==> config.mk <==
export PLATFORM = sky130hd
export DESIGN_NAME = lcdhcp_top
export DESIGN_NICKNAME = d
export VERILOG_FILES = /design/src/core/lcdhcp_fifo.v /design/src/core/lcdhcp_top.v
export VERILOG_INCLUDE_DIRS = /design/src /design/src/core
export SDC_FILE = /design/constraint.sdc
export NUM_CORES = 1
export LEC_CHECK = 0
export BUFFER_PORTS_ARGS = -buffer_cell sky130_fd_sc_hd__buf_4
export CAP_MARGIN = 5
export CORE_ASPECT_RATIO = 1.4
export CORE_MARGIN = 3
export CORE_UTILIZATION = 45
export CTS_BUF_LIST = sky130_fd_sc_hd__clkbuf_8
export DETAILED_ROUTE_END_ITERATION = 8
export PLACE_DENSITY_LB_ADDON = 0.05
export SYNTH_ARGS = -nofsm -noshare
export SYNTH_HDL_FRONTEND = slang
export SYNTH_SLANG_ARGS = --single-unit
==> constraint.sdc <==
create_clock -name CLK -period 5.55 [get_ports CLK]
set_clock_uncertainty 0.15 [all_clocks]
set_input_delay 1.11 -clock CLK [delete_from_list [all_inputs] [get_ports CLK]]
set_output_delay 1.11 -clock CLK [all_outputs]
set_load 0.01 [all_outputs]
==> src/core/lcdhcp_defs.vh <==
// shared constants of the lcd segment driver host command port
`ifndef LCDHCP_DEFS_VH
`define LCDHCP_DEFS_VH

// ==================================================================
// command codes and match masks
`define LCDHCP_CMD_DISP_MASK   8'hfe
`define LCDHCP_CMD_DISP        8'hae
`define LCDHCP_CMD_START_MASK  8'he0
`define LCDHCP_CMD_START       8'hc0
`define LCDHCP_CMD_PAGE_MASK   8'hfc
`define LCDHCP_CMD_PAGE        8'hb8
`define LCDHCP_CMD_COL_MASK    8'h80
`define LCDHCP_CMD_COL         8'h00
`define LCDHCP_CMD_ORDER       8'ha0
`define LCDHCP_CMD_STATIC      8'ha4
`define LCDHCP_CMD_DUTY        8'ha8
`define LCDHCP_CMD_SEL_MASK    8'hfe
`define LCDHCP_CMD_RMW         8'he0
`define LCDHCP_CMD_END         8'hee
`define LCDHCP_CMD_RESET       8'he2

// ==================================================================
// reset values and limits
`define LCDHCP_PAGE_RST        2'h3
`define LCDHCP_LINE_RST        5'h00
`define LCDHCP_COL_RST         7'h00
`define LCDHCP_COL_STOP        7'h50
`define LCDHCP_COL_LAST        7'h4f
`define LCDHCP_DATA_RST        8'h00

// ==================================================================
// status byte field positions
`define LCDHCP_ST_BUSY         7
`define LCDHCP_ST_ORDER        6
`define LCDHCP_ST_OFF          5
`define LCDHCP_ST_RESET        4

`endif

==> src/core/lcdhcp_fifo.v <==
// shift-register fifo carrying committed ram writes
`timescale 1ns/1ps
`default_nettype none

module lcdhcp_fifo #(
  parameter WIDTH = 17,
  parameter DEPTH = 16,
  parameter CW    = 5
)(
  input  wire             clk,
  input  wire             srst,
  input  wire             in_valid,
  output reg              in_ready,
  input  wire [WIDTH-1:0] in_data,
  output reg              out_valid,
  input  wire             out_ready,
  output wire [WIDTH-1:0] out_data
);

  reg [WIDTH-1:0] mem_reg [0:DEPTH-1];
  reg [CW-1:0]    count_reg;
  wire            push;
  wire            pop;
  wire [CW-1:0]   count_next;
  integer         i;

  assign push       = in_valid & in_ready;
  assign pop        = out_valid & out_ready;
  assign count_next = count_reg + {{(CW-1){1'b0}}, push} - {{(CW-1){1'b0}}, pop};
  // head always sits in slot 0, so the output is a plain flop
  assign out_data   = mem_reg[0];

  // ==================================================================
  // storage: shift down on pop, write at the first free slot
  always @(posedge clk)
  begin
    for (i = 0; i < DEPTH; i = i + 1)
    begin
      if (pop && i < DEPTH - 1)
        mem_reg[i] <= mem_reg[i + 1];
      if (push && i == count_reg - {{(CW-1){1'b0}}, pop})
        mem_reg[i] <= in_data;
    end
  end

  // ==================================================================
  // occupancy and honest full/empty flags
  always @(posedge clk)
  begin
    if (srst)
    begin
      count_reg <= {CW{1'b0}};
      out_valid <= 1'b0;
      in_ready  <= 1'b1;
    end
    else
    begin
      count_reg <= count_next;
      out_valid <= (count_next != {CW{1'b0}});
      in_ready  <= (count_next != DEPTH[CW-1:0]);
    end
  end

endmodule

`default_nettype wire

==> src/core/lcdhcp_top.v <==
// host bus port and instruction decoder of the 80-output lcd segment driver
// How it works
// - data read returns the bus holder byte, fetched at the previous read or left by the last data write; column advances unless read-modify-write
// - order command bit 0 picks normal (0) or inverse (1) segment order
// - inverse order maps segment n to column 79-n, normal to column n
// - static drive command bit 0 forces all commons and whole display on
// - duty command bit 0 picks 1/16 (0) or 1/32 (1) duty
// - in read-modify-write, writes advance column, reads leave it
// - end command leaves read-modify-write and restores the saved column
// - soft reset sets start line to first, page to 3, ram untouched
// - display off plus static on gives power save: drive stopped, line clock ignored
// - display on or static off leaves power save
// - reset pin level picks 68-style (low) or 80-style (high) bus
// - chip select high disconnects and idles, yet soft reset still taken
// - select and direction decode ram read, ram write, status read, command
// - write data sits in a bus holder, committed on the next data write
`include "lcdhcp_defs.vh"
`timescale 1ns/1ps
`default_nettype none

module lcdhcp_top #(
  parameter FIFO_DEPTH = 16
)(
  input  wire       CLK,
  input  wire       SRST,
  input  wire       CS_N,
  input  wire       DATA_COMMAND_SELECT,
  input  wire       ENABLE_RD_N,
  input  wire       RW_WR_N,
  input  wire [7:0] HOST_DATA_BUS_IN,
  output reg  [7:0] HOST_DATA_BUS_OUT,
  output reg        HOST_DATA_BUS_OE,
  input  wire       RESET_PIN_LEVEL,
  output wire       RAM_WR_VALID,
  input  wire       RAM_WR_READY,
  output wire [1:0] RAM_WR_PAGE,
  output wire [6:0] RAM_WR_COL,
  output wire [7:0] RAM_WR_DATA,
  output reg        RAM_RD_REQ,
  output reg  [1:0] RAM_RD_PAGE,
  output reg  [6:0] RAM_RD_COL,
  input  wire       RAM_RD_VALID,
  input  wire [7:0] RAM_RD_DATA,
  input  wire [6:0] SEG_INDEX,
  output reg  [6:0] SEG_COLUMN,
  output reg        DISPLAY_ON,
  output reg        STATIC_DRIVE,
  output reg        DUTY_32,
  output reg        SEG_INVERSE,
  output reg  [4:0] START_LINE,
  output reg  [1:0] PAGE_ADDR,
  output reg  [6:0] COLUMN_ADDR,
  output reg        RMW_ACTIVE,
  output reg        POWER_SAVE,
  output reg        LINE_CLOCK_ENABLE,
  output reg        SEG_HOLD_TOP,
  output reg        STANDBY,
  output reg        BUS_STYLE_80,
  output reg        BUSY
);

  // maps a segment output to the ram column that feeds it
  function [6:0] seg_to_col;
    input       inverse;
    input [6:0] seg;
    begin
      seg_to_col = inverse ? (`LCDHCP_COL_LAST - seg) : seg;
    end
  endfunction

  // column step that stops at the end marker instead of wrapping
  function [6:0] col_step;
    input [6:0] col;
    begin
      col_step = (col == `LCDHCP_COL_STOP) ? col : col + 7'h01;
    end
  endfunction

  // ==================================================================
  // pin synchronisers: first stage read only by the second
  reg  [11:0] pin_s1_reg;
  reg  [11:0] pin_s2_reg;
  wire        cs_n_s;
  wire        dcs_s;
  wire        e_rd_s;
  wire        rw_wr_s;
  wire [7:0]  data_s;
  wire        rst_lvl_s;
  always @(posedge CLK)
  begin
    pin_s1_reg <= {RESET_PIN_LEVEL, HOST_DATA_BUS_IN, RW_WR_N, ENABLE_RD_N, DATA_COMMAND_SELECT};
    pin_s2_reg <= pin_s1_reg;
  end
  assign dcs_s     = pin_s2_reg[0];
  assign e_rd_s    = pin_s2_reg[1];
  assign rw_wr_s   = pin_s2_reg[2];
  assign data_s    = pin_s2_reg[10:3];
  assign rst_lvl_s = pin_s2_reg[11];
  // chip select in its own pair so it reads clearly
  reg cs_s1_reg;
  reg cs_s2_reg;
  always @(posedge CLK)
  begin
    cs_s1_reg <= CS_N;
    cs_s2_reg <= cs_s1_reg;
  end
  assign cs_n_s = cs_s2_reg;

  // ==================================================================
  // strobe decode for both bus styles
  wire rd_act;
  wire wr_act;
  reg  rd_act_reg;
  reg  wr_act_reg;
  reg  [7:0] wdata_reg;
  wire rd_start;
  wire wr_end;
  assign rd_act   = BUS_STYLE_80 ? ~e_rd_s : (e_rd_s & rw_wr_s);
  assign wr_act   = BUS_STYLE_80 ? ~rw_wr_s : (e_rd_s & ~rw_wr_s);
  assign rd_start = rd_act & ~rd_act_reg & ~cs_n_s;
  // writes are taken at the trailing edge, even unselected, so soft reset gets through
  assign wr_end   = ~wr_act & wr_act_reg;

  always @(posedge CLK)
  begin
    if (SRST)
    begin
      rd_act_reg <= 1'b0;
      wr_act_reg <= 1'b0;
      wdata_reg  <= `LCDHCP_DATA_RST;
    end
    else
    begin
      rd_act_reg <= rd_act;
      wr_act_reg <= wr_act;
      if (wr_act)
        wdata_reg <= data_s;
    end
  end

  // access kinds; the select is sampled at the strobe edge
  wire sel_ok     = ~cs_n_s;
  wire ram_rd     = rd_start & dcs_s;
  wire stat_rd    = rd_start & ~dcs_s;
  wire ram_wr     = wr_end & dcs_s & sel_ok;
  wire cmd_wr     = wr_end & ~dcs_s & sel_ok;
  wire soft_reset = wr_end & ~dcs_s & (wdata_reg == `LCDHCP_CMD_RESET);
  wire sel_bit    = wdata_reg[0];
  wire is_disp    = cmd_wr & ((wdata_reg & `LCDHCP_CMD_DISP_MASK) == `LCDHCP_CMD_DISP);
  wire is_static  = cmd_wr & ((wdata_reg & `LCDHCP_CMD_SEL_MASK) == `LCDHCP_CMD_STATIC);
  wire is_order   = cmd_wr & ((wdata_reg & `LCDHCP_CMD_SEL_MASK) == `LCDHCP_CMD_ORDER);
  wire is_duty    = cmd_wr & ((wdata_reg & `LCDHCP_CMD_SEL_MASK) == `LCDHCP_CMD_DUTY);
  wire is_start   = cmd_wr & ((wdata_reg & `LCDHCP_CMD_START_MASK) == `LCDHCP_CMD_START);
  wire is_page    = cmd_wr & ((wdata_reg & `LCDHCP_CMD_PAGE_MASK) == `LCDHCP_CMD_PAGE);
  wire is_col     = cmd_wr & ((wdata_reg & `LCDHCP_CMD_COL_MASK) == `LCDHCP_CMD_COL);
  wire is_rmw     = cmd_wr & (wdata_reg == `LCDHCP_CMD_RMW);
  wire is_end     = cmd_wr & (wdata_reg == `LCDHCP_CMD_END);

  // ==================================================================
  // bus holder and commit path into the write fifo
  reg  [7:0] holder_reg;
  reg        pend_reg;
  reg  [8:0] pend_addr_reg;
  reg  [7:0] pend_data_reg;
  wire       fifo_ready;
  wire [16:0] fifo_out;
  reg        reset_flag_reg;
  reg  [6:0] saved_col_reg;
  // the previous write leaves the holder when the next data write arrives
  wire commit = ram_wr & pend_reg;
  lcdhcp_fifo #(
    .WIDTH (17),
    .DEPTH (FIFO_DEPTH),
    .CW    (5)
  ) u_fifo (
    .clk       (CLK),
    .srst      (SRST),
    .in_valid  (commit),
    .in_ready  (fifo_ready),
    .in_data   ({pend_addr_reg, pend_data_reg}),
    .out_valid (RAM_WR_VALID),
    .out_ready (RAM_WR_READY),
    .out_data  (fifo_out)
  );

  assign RAM_WR_PAGE = fifo_out[16:15];
  assign RAM_WR_COL  = fifo_out[14:8];
  assign RAM_WR_DATA = fifo_out[7:0];
  // holder keeps last write data or the byte fetched for the next read
  always @(posedge CLK)
  begin
    if (SRST)
    begin
      holder_reg    <= `LCDHCP_DATA_RST;
      pend_reg      <= 1'b0;
      pend_addr_reg <= 9'h000;
      pend_data_reg <= `LCDHCP_DATA_RST;
    end
    else if (ram_wr)
    begin
      holder_reg    <= wdata_reg;
      pend_reg      <= 1'b1;
      pend_addr_reg <= {PAGE_ADDR, COLUMN_ADDR};
      pend_data_reg <= wdata_reg;
    end
    else if (RAM_RD_VALID)
      holder_reg <= RAM_RD_DATA;
  end

  // ==================================================================
  // host read data: reads see the holder, so the first read is stale
  always @(posedge CLK)
  begin
    if (SRST)
    begin
      HOST_DATA_BUS_OUT <= `LCDHCP_DATA_RST;
      HOST_DATA_BUS_OE  <= 1'b0;
      RAM_RD_REQ        <= 1'b0;
      RAM_RD_PAGE       <= `LCDHCP_PAGE_RST;
      RAM_RD_COL        <= `LCDHCP_COL_RST;
    end
    else
    begin
      HOST_DATA_BUS_OE <= rd_act & ~cs_n_s;
      RAM_RD_REQ       <= ram_rd;
      if (ram_rd)
      begin
        HOST_DATA_BUS_OUT <= holder_reg;
        RAM_RD_PAGE       <= PAGE_ADDR;
        RAM_RD_COL        <= COLUMN_ADDR;
      end
      else if (stat_rd)
      begin
        HOST_DATA_BUS_OUT <= 8'h00;
        HOST_DATA_BUS_OUT[`LCDHCP_ST_BUSY]  <= BUSY;
        HOST_DATA_BUS_OUT[`LCDHCP_ST_ORDER] <= ~SEG_INVERSE;
        HOST_DATA_BUS_OUT[`LCDHCP_ST_OFF]   <= ~DISPLAY_ON;
        HOST_DATA_BUS_OUT[`LCDHCP_ST_RESET] <= reset_flag_reg;
      end
    end
  end

  // ==================================================================
  // mode registers and address pointers
  always @(posedge CLK)
  begin
    if (SRST)
    begin
      DISPLAY_ON     <= 1'b0;
      STATIC_DRIVE   <= 1'b0;
      DUTY_32        <= 1'b1;
      SEG_INVERSE    <= 1'b0;
      START_LINE     <= `LCDHCP_LINE_RST;
      PAGE_ADDR      <= `LCDHCP_PAGE_RST;
      COLUMN_ADDR    <= `LCDHCP_COL_RST;
      RMW_ACTIVE     <= 1'b0;
      saved_col_reg  <= `LCDHCP_COL_RST;
      reset_flag_reg <= 1'b1;
    end
    else
    begin
      // the reset flag marks one initialisation cycle
      reset_flag_reg <= soft_reset;
      if (soft_reset)
      begin
        START_LINE <= `LCDHCP_LINE_RST;
        PAGE_ADDR  <= `LCDHCP_PAGE_RST;
      end
      if (is_disp)
        DISPLAY_ON <= sel_bit;
      if (is_static)
        STATIC_DRIVE <= sel_bit;
      if (is_order)
        SEG_INVERSE <= sel_bit;
      if (is_duty)
        DUTY_32 <= sel_bit;
      if (is_start)
        START_LINE <= wdata_reg[4:0];
      if (is_page)
        PAGE_ADDR <= wdata_reg[1:0];
      // column pointer: last matching event wins
      if (ram_rd && !RMW_ACTIVE)
        COLUMN_ADDR <= col_step(COLUMN_ADDR);
      if (ram_wr)
        COLUMN_ADDR <= col_step(COLUMN_ADDR);
      if (is_col)
        COLUMN_ADDR <= wdata_reg[6:0];
      if (is_rmw)
      begin
        RMW_ACTIVE    <= 1'b1;
        saved_col_reg <= COLUMN_ADDR;
      end
      if (is_end)
      begin
        RMW_ACTIVE  <= 1'b0;
        COLUMN_ADDR <= saved_col_reg;
      end
    end
  end

  // ==================================================================
  // display side status and power save
  // power save follows the two mode bits, so either command releases it
  wire psave = ~DISPLAY_ON & STATIC_DRIVE;
  always @(posedge CLK)
  begin
    if (SRST)
    begin
      POWER_SAVE        <= 1'b0;
      LINE_CLOCK_ENABLE <= 1'b1;
      SEG_HOLD_TOP      <= 1'b0;
      STANDBY           <= 1'b0;
      BUS_STYLE_80      <= 1'b0;
      BUSY              <= 1'b1;
      SEG_COLUMN        <= `LCDHCP_COL_RST;
    end
    else
    begin
      POWER_SAVE        <= psave;
      LINE_CLOCK_ENABLE <= ~psave;
      SEG_HOLD_TOP      <= psave;
      STANDBY           <= cs_n_s;
      BUS_STYLE_80      <= rst_lvl_s;
      // busy while initialising or when the write path cannot take a commit
      BUSY              <= reset_flag_reg | ~fifo_ready;
      SEG_COLUMN        <= seg_to_col(SEG_INVERSE, SEG_INDEX);
    end
  end

endmodule

`default_nettype wire

==> flow_summary.yaml <==
critical_path:
  r2r_cells: 9
  worst_setup_path_start_kind: "input port"
  arrival_ns: 4.03
  critPathRequiredTime_ns: 5.64
  worstReg2RegEnd: "u_fifo.mem_reg[1][30]"
  crit_type: "in2reg"
  cpPeakStageDelay_ns: 0.72
  reg2reg_from: "u_fifo.out_valid"
  r2r_setup_slack_ns: 1.91
  crit_slowest_cell: "or3_1"
  crit_chain: "buf_4, nand2_1, inv_1, ha_1, ha_1, a21o_1, a22oi_1, nand3_1, or3_1, nand2_1"
  crit_fanout: 18
  end_kind: "flop"
sta:
  relSlewSlack_pct: 32.4
  setup-violations-final: 0
  period_share_pct: 70.9
  hold_viol: 0
  fmaxAchievable_mhz: 254
  fin_crit_ns: 3.94
  setup_ws_ns: 1.61
  rsz0062_at_grt: "no"
  finalSetupTns_ns: 0
  slew_viol_final: 0
  worstMarginPinSlew_ns: 1.01
die:
  num_io_pins: 101
  die_x_um: 169
  core_region_area_um2: 36200
  dieArea_um2: 39500
  start_util_pct: 46.1
  dieHeight_um: 234
  num_rows: 82
clock_network:
  h-tree-depth: 2
  cts_resized: 0
  cts_tree: "done"
  numCtsBuffers: 61
  cts.path.max_buffers: 3
  postCtsSetupBuffers: 0
  clock_sinks: 399
  clkLatencyLatePin_ns: 0.61
  path_clk_slew_ns: 0.06
  root_buffer: "clkbuf_8"
  cts_hold_buf: 0
grt:
  grt_pass1_vias: 9762
  grt.total_usage_pct: 16.5
  grt_pass1_wl_um: 52000
  gr-total-overflow: 0
  grt_max_degree: 52
  antenna_found_initial: 0
power_and_ir_drop:
  power.leakage_nw: 7.08
  ir_drop_uv: 242
  power.density_nw_per_um2: 372
  power_mw: 7.07
worst_hold_path:
  min_from: "pin_s1_reg[5]"
  whs_endpoint: "pin_s2_reg[5]"
  hp-class: "reg2reg"
  min_path_cells: 0
logic_synthesis:
  synth-async-reset-ratio_pct: 0
  avgSynthCellArea_um2: 14.5
  synth-edff-count: 272
  synth_top_area_share_pct: 48.9
  ys_seq_area_share_pct: 64.2
  synth_top_area_cell: "edfxtp_1"
  syn_inst: 1152
  yosysUniqueCellTypes: 57
  netlist_area_um2: 16700
  syn_nets: 1199
  synth_seq_cells: 399
  synth_area_leaders: "edfxtp_1, dfxtp_1, mux2_2, mux2_4, nand2_1"
  ys.flop_type: "edfxtp_1"
  yosys_warnings: 0
layout:
  final_cell_mix: "edfxtp_1, mux2_2, dfxtp_1"
  drive_gt1_share_pct: 37.5
  synthToLayoutAreaGrowth_pct: 13.9
  n_antenna_cell: 0
  largest_register_ff_count: 272
  multi_input_area_um2: 5440
  regArea_um2: 10700
  fillers: 3143
  nets: 1295
  final_common_cell: "edfxtp_1"
outcome:
  status: "finished, final reports clean"
placement:
  gp_congestion: 0.814
  dp_hpwl_um: 22000
  pre_cts_ws_ns: 0.898
  io_buffers: 100
job:
  cap_violations: 0
routing:
  vias: 9127
  avgRoutedWirePerCell_um: 17.9
  drc: 0
  wirelength_um: 31600
  ant_nets: 0
  firstDrtPassIters: 4
  vias_per_cell: 5.18
  drt_iter0_markers: 401
## cell type report
class,count,area share (%)
clock inverter,39,1.15
inverter,15,0.296
tap,462,3.04
sequential,399,56.3
clock buffer,77,5.58
multi-input combinational,645,28.6
timing repair buffer,126,4.98
## layer usage
layer | global-route usage [%] | routed length (um)
met4 | 5.68 | 868
met5 | 0 | 0
met2 | 32.3 | 17800
met3 | 3.59 | 1490
met1 | 17.2 | 11500
## Yosys cell counts, drive strengths merged, types with 2 or more instances
cell     number
nor2b         5
a22oi         2
nor2         62
nand4b        4
ha           14
nand3b        2
inv          15
a2bb2oi       6
mux2i        26
clkbuf       46
o21ai        13
nand2        96
nand4         2
a21oi        45
dfxtp       127
or2           4
nor4b         2
and3          2
nor4          7
a221oi        5
mux2        263
nand2b        7
or3           6
and2          2
o21bai        3
xor2          5
nand3        17
or3b          2
buf          47
a211oi        4
edfxtp      272
nor3         10
xnor2        10
a21o          2
or4b          6
## per-stage QoR
stage	cells	area, um^2	hold slack (ns)	util (%)
after detailed placement	1647	17700	0.162	49.0
after global placement	1647	17700	0.160	49.0
after CTS	1763	19000	0.178	52.5
after floorplan	1152	16700	0.160	-
after global routing	1763	19000	0.184	52.5
final	1763	19000	0.176	52.5
## cell families (layout without fill, tap and decap cells)
kind of cell | Yosys count | after routing | share of synthesized area (%)
multiplexers | 289 | 289 | 20.1
buffers and inverters | 108 | 257 | 3.32
flip-flops | 399 | 399 | 64.2
AO/OA/AOI/OAI | 87 | 87 | 3.19
XOR/XNOR | 15 | 15 | 0.787
AND/OR/NAND/NOR | 239 | 239 | 7.26
adder cells (fa/ha/maj) | 15 | 15 | 1.17
## power by group
part           switching (mW)  total [mW]  internal [mW]  leakage (nW)
clock                    1.12        2.47           1.34         0.711
sequential              0.110        3.75           3.64          3.59
combinational           0.480       0.862          0.382          2.78
total                    1.71        7.07           5.36          7.08
## worst max-delay path, delay by kind of cell
family	cells	cell delay (ns)
buf+inv	2	0.21
compound gates	2	0.48
simple gates	4	1.73
fa+ha+maj	2	0.48
## worst max-delay path by stage
| stage | startpoint | end |
|---|---|---|
| final | RAM_WR_READY | u_fifo.mem_reg[1][30] |
| after global routing | RAM_WR_READY | u_fifo.mem_reg[1][22] |
| after CTS | RAM_WR_READY | u_fifo.mem_reg[1][22] |
| after detailed placement | RAM_WR_READY | u_fifo.mem_reg[1][30] |
| after global placement | RAM_WR_READY | u_fifo.mem_reg[3][26] |
| after floorplan | RAM_WR_READY | u_fifo.mem_reg[3][51] |
Power figures use the tool's default switching activity.
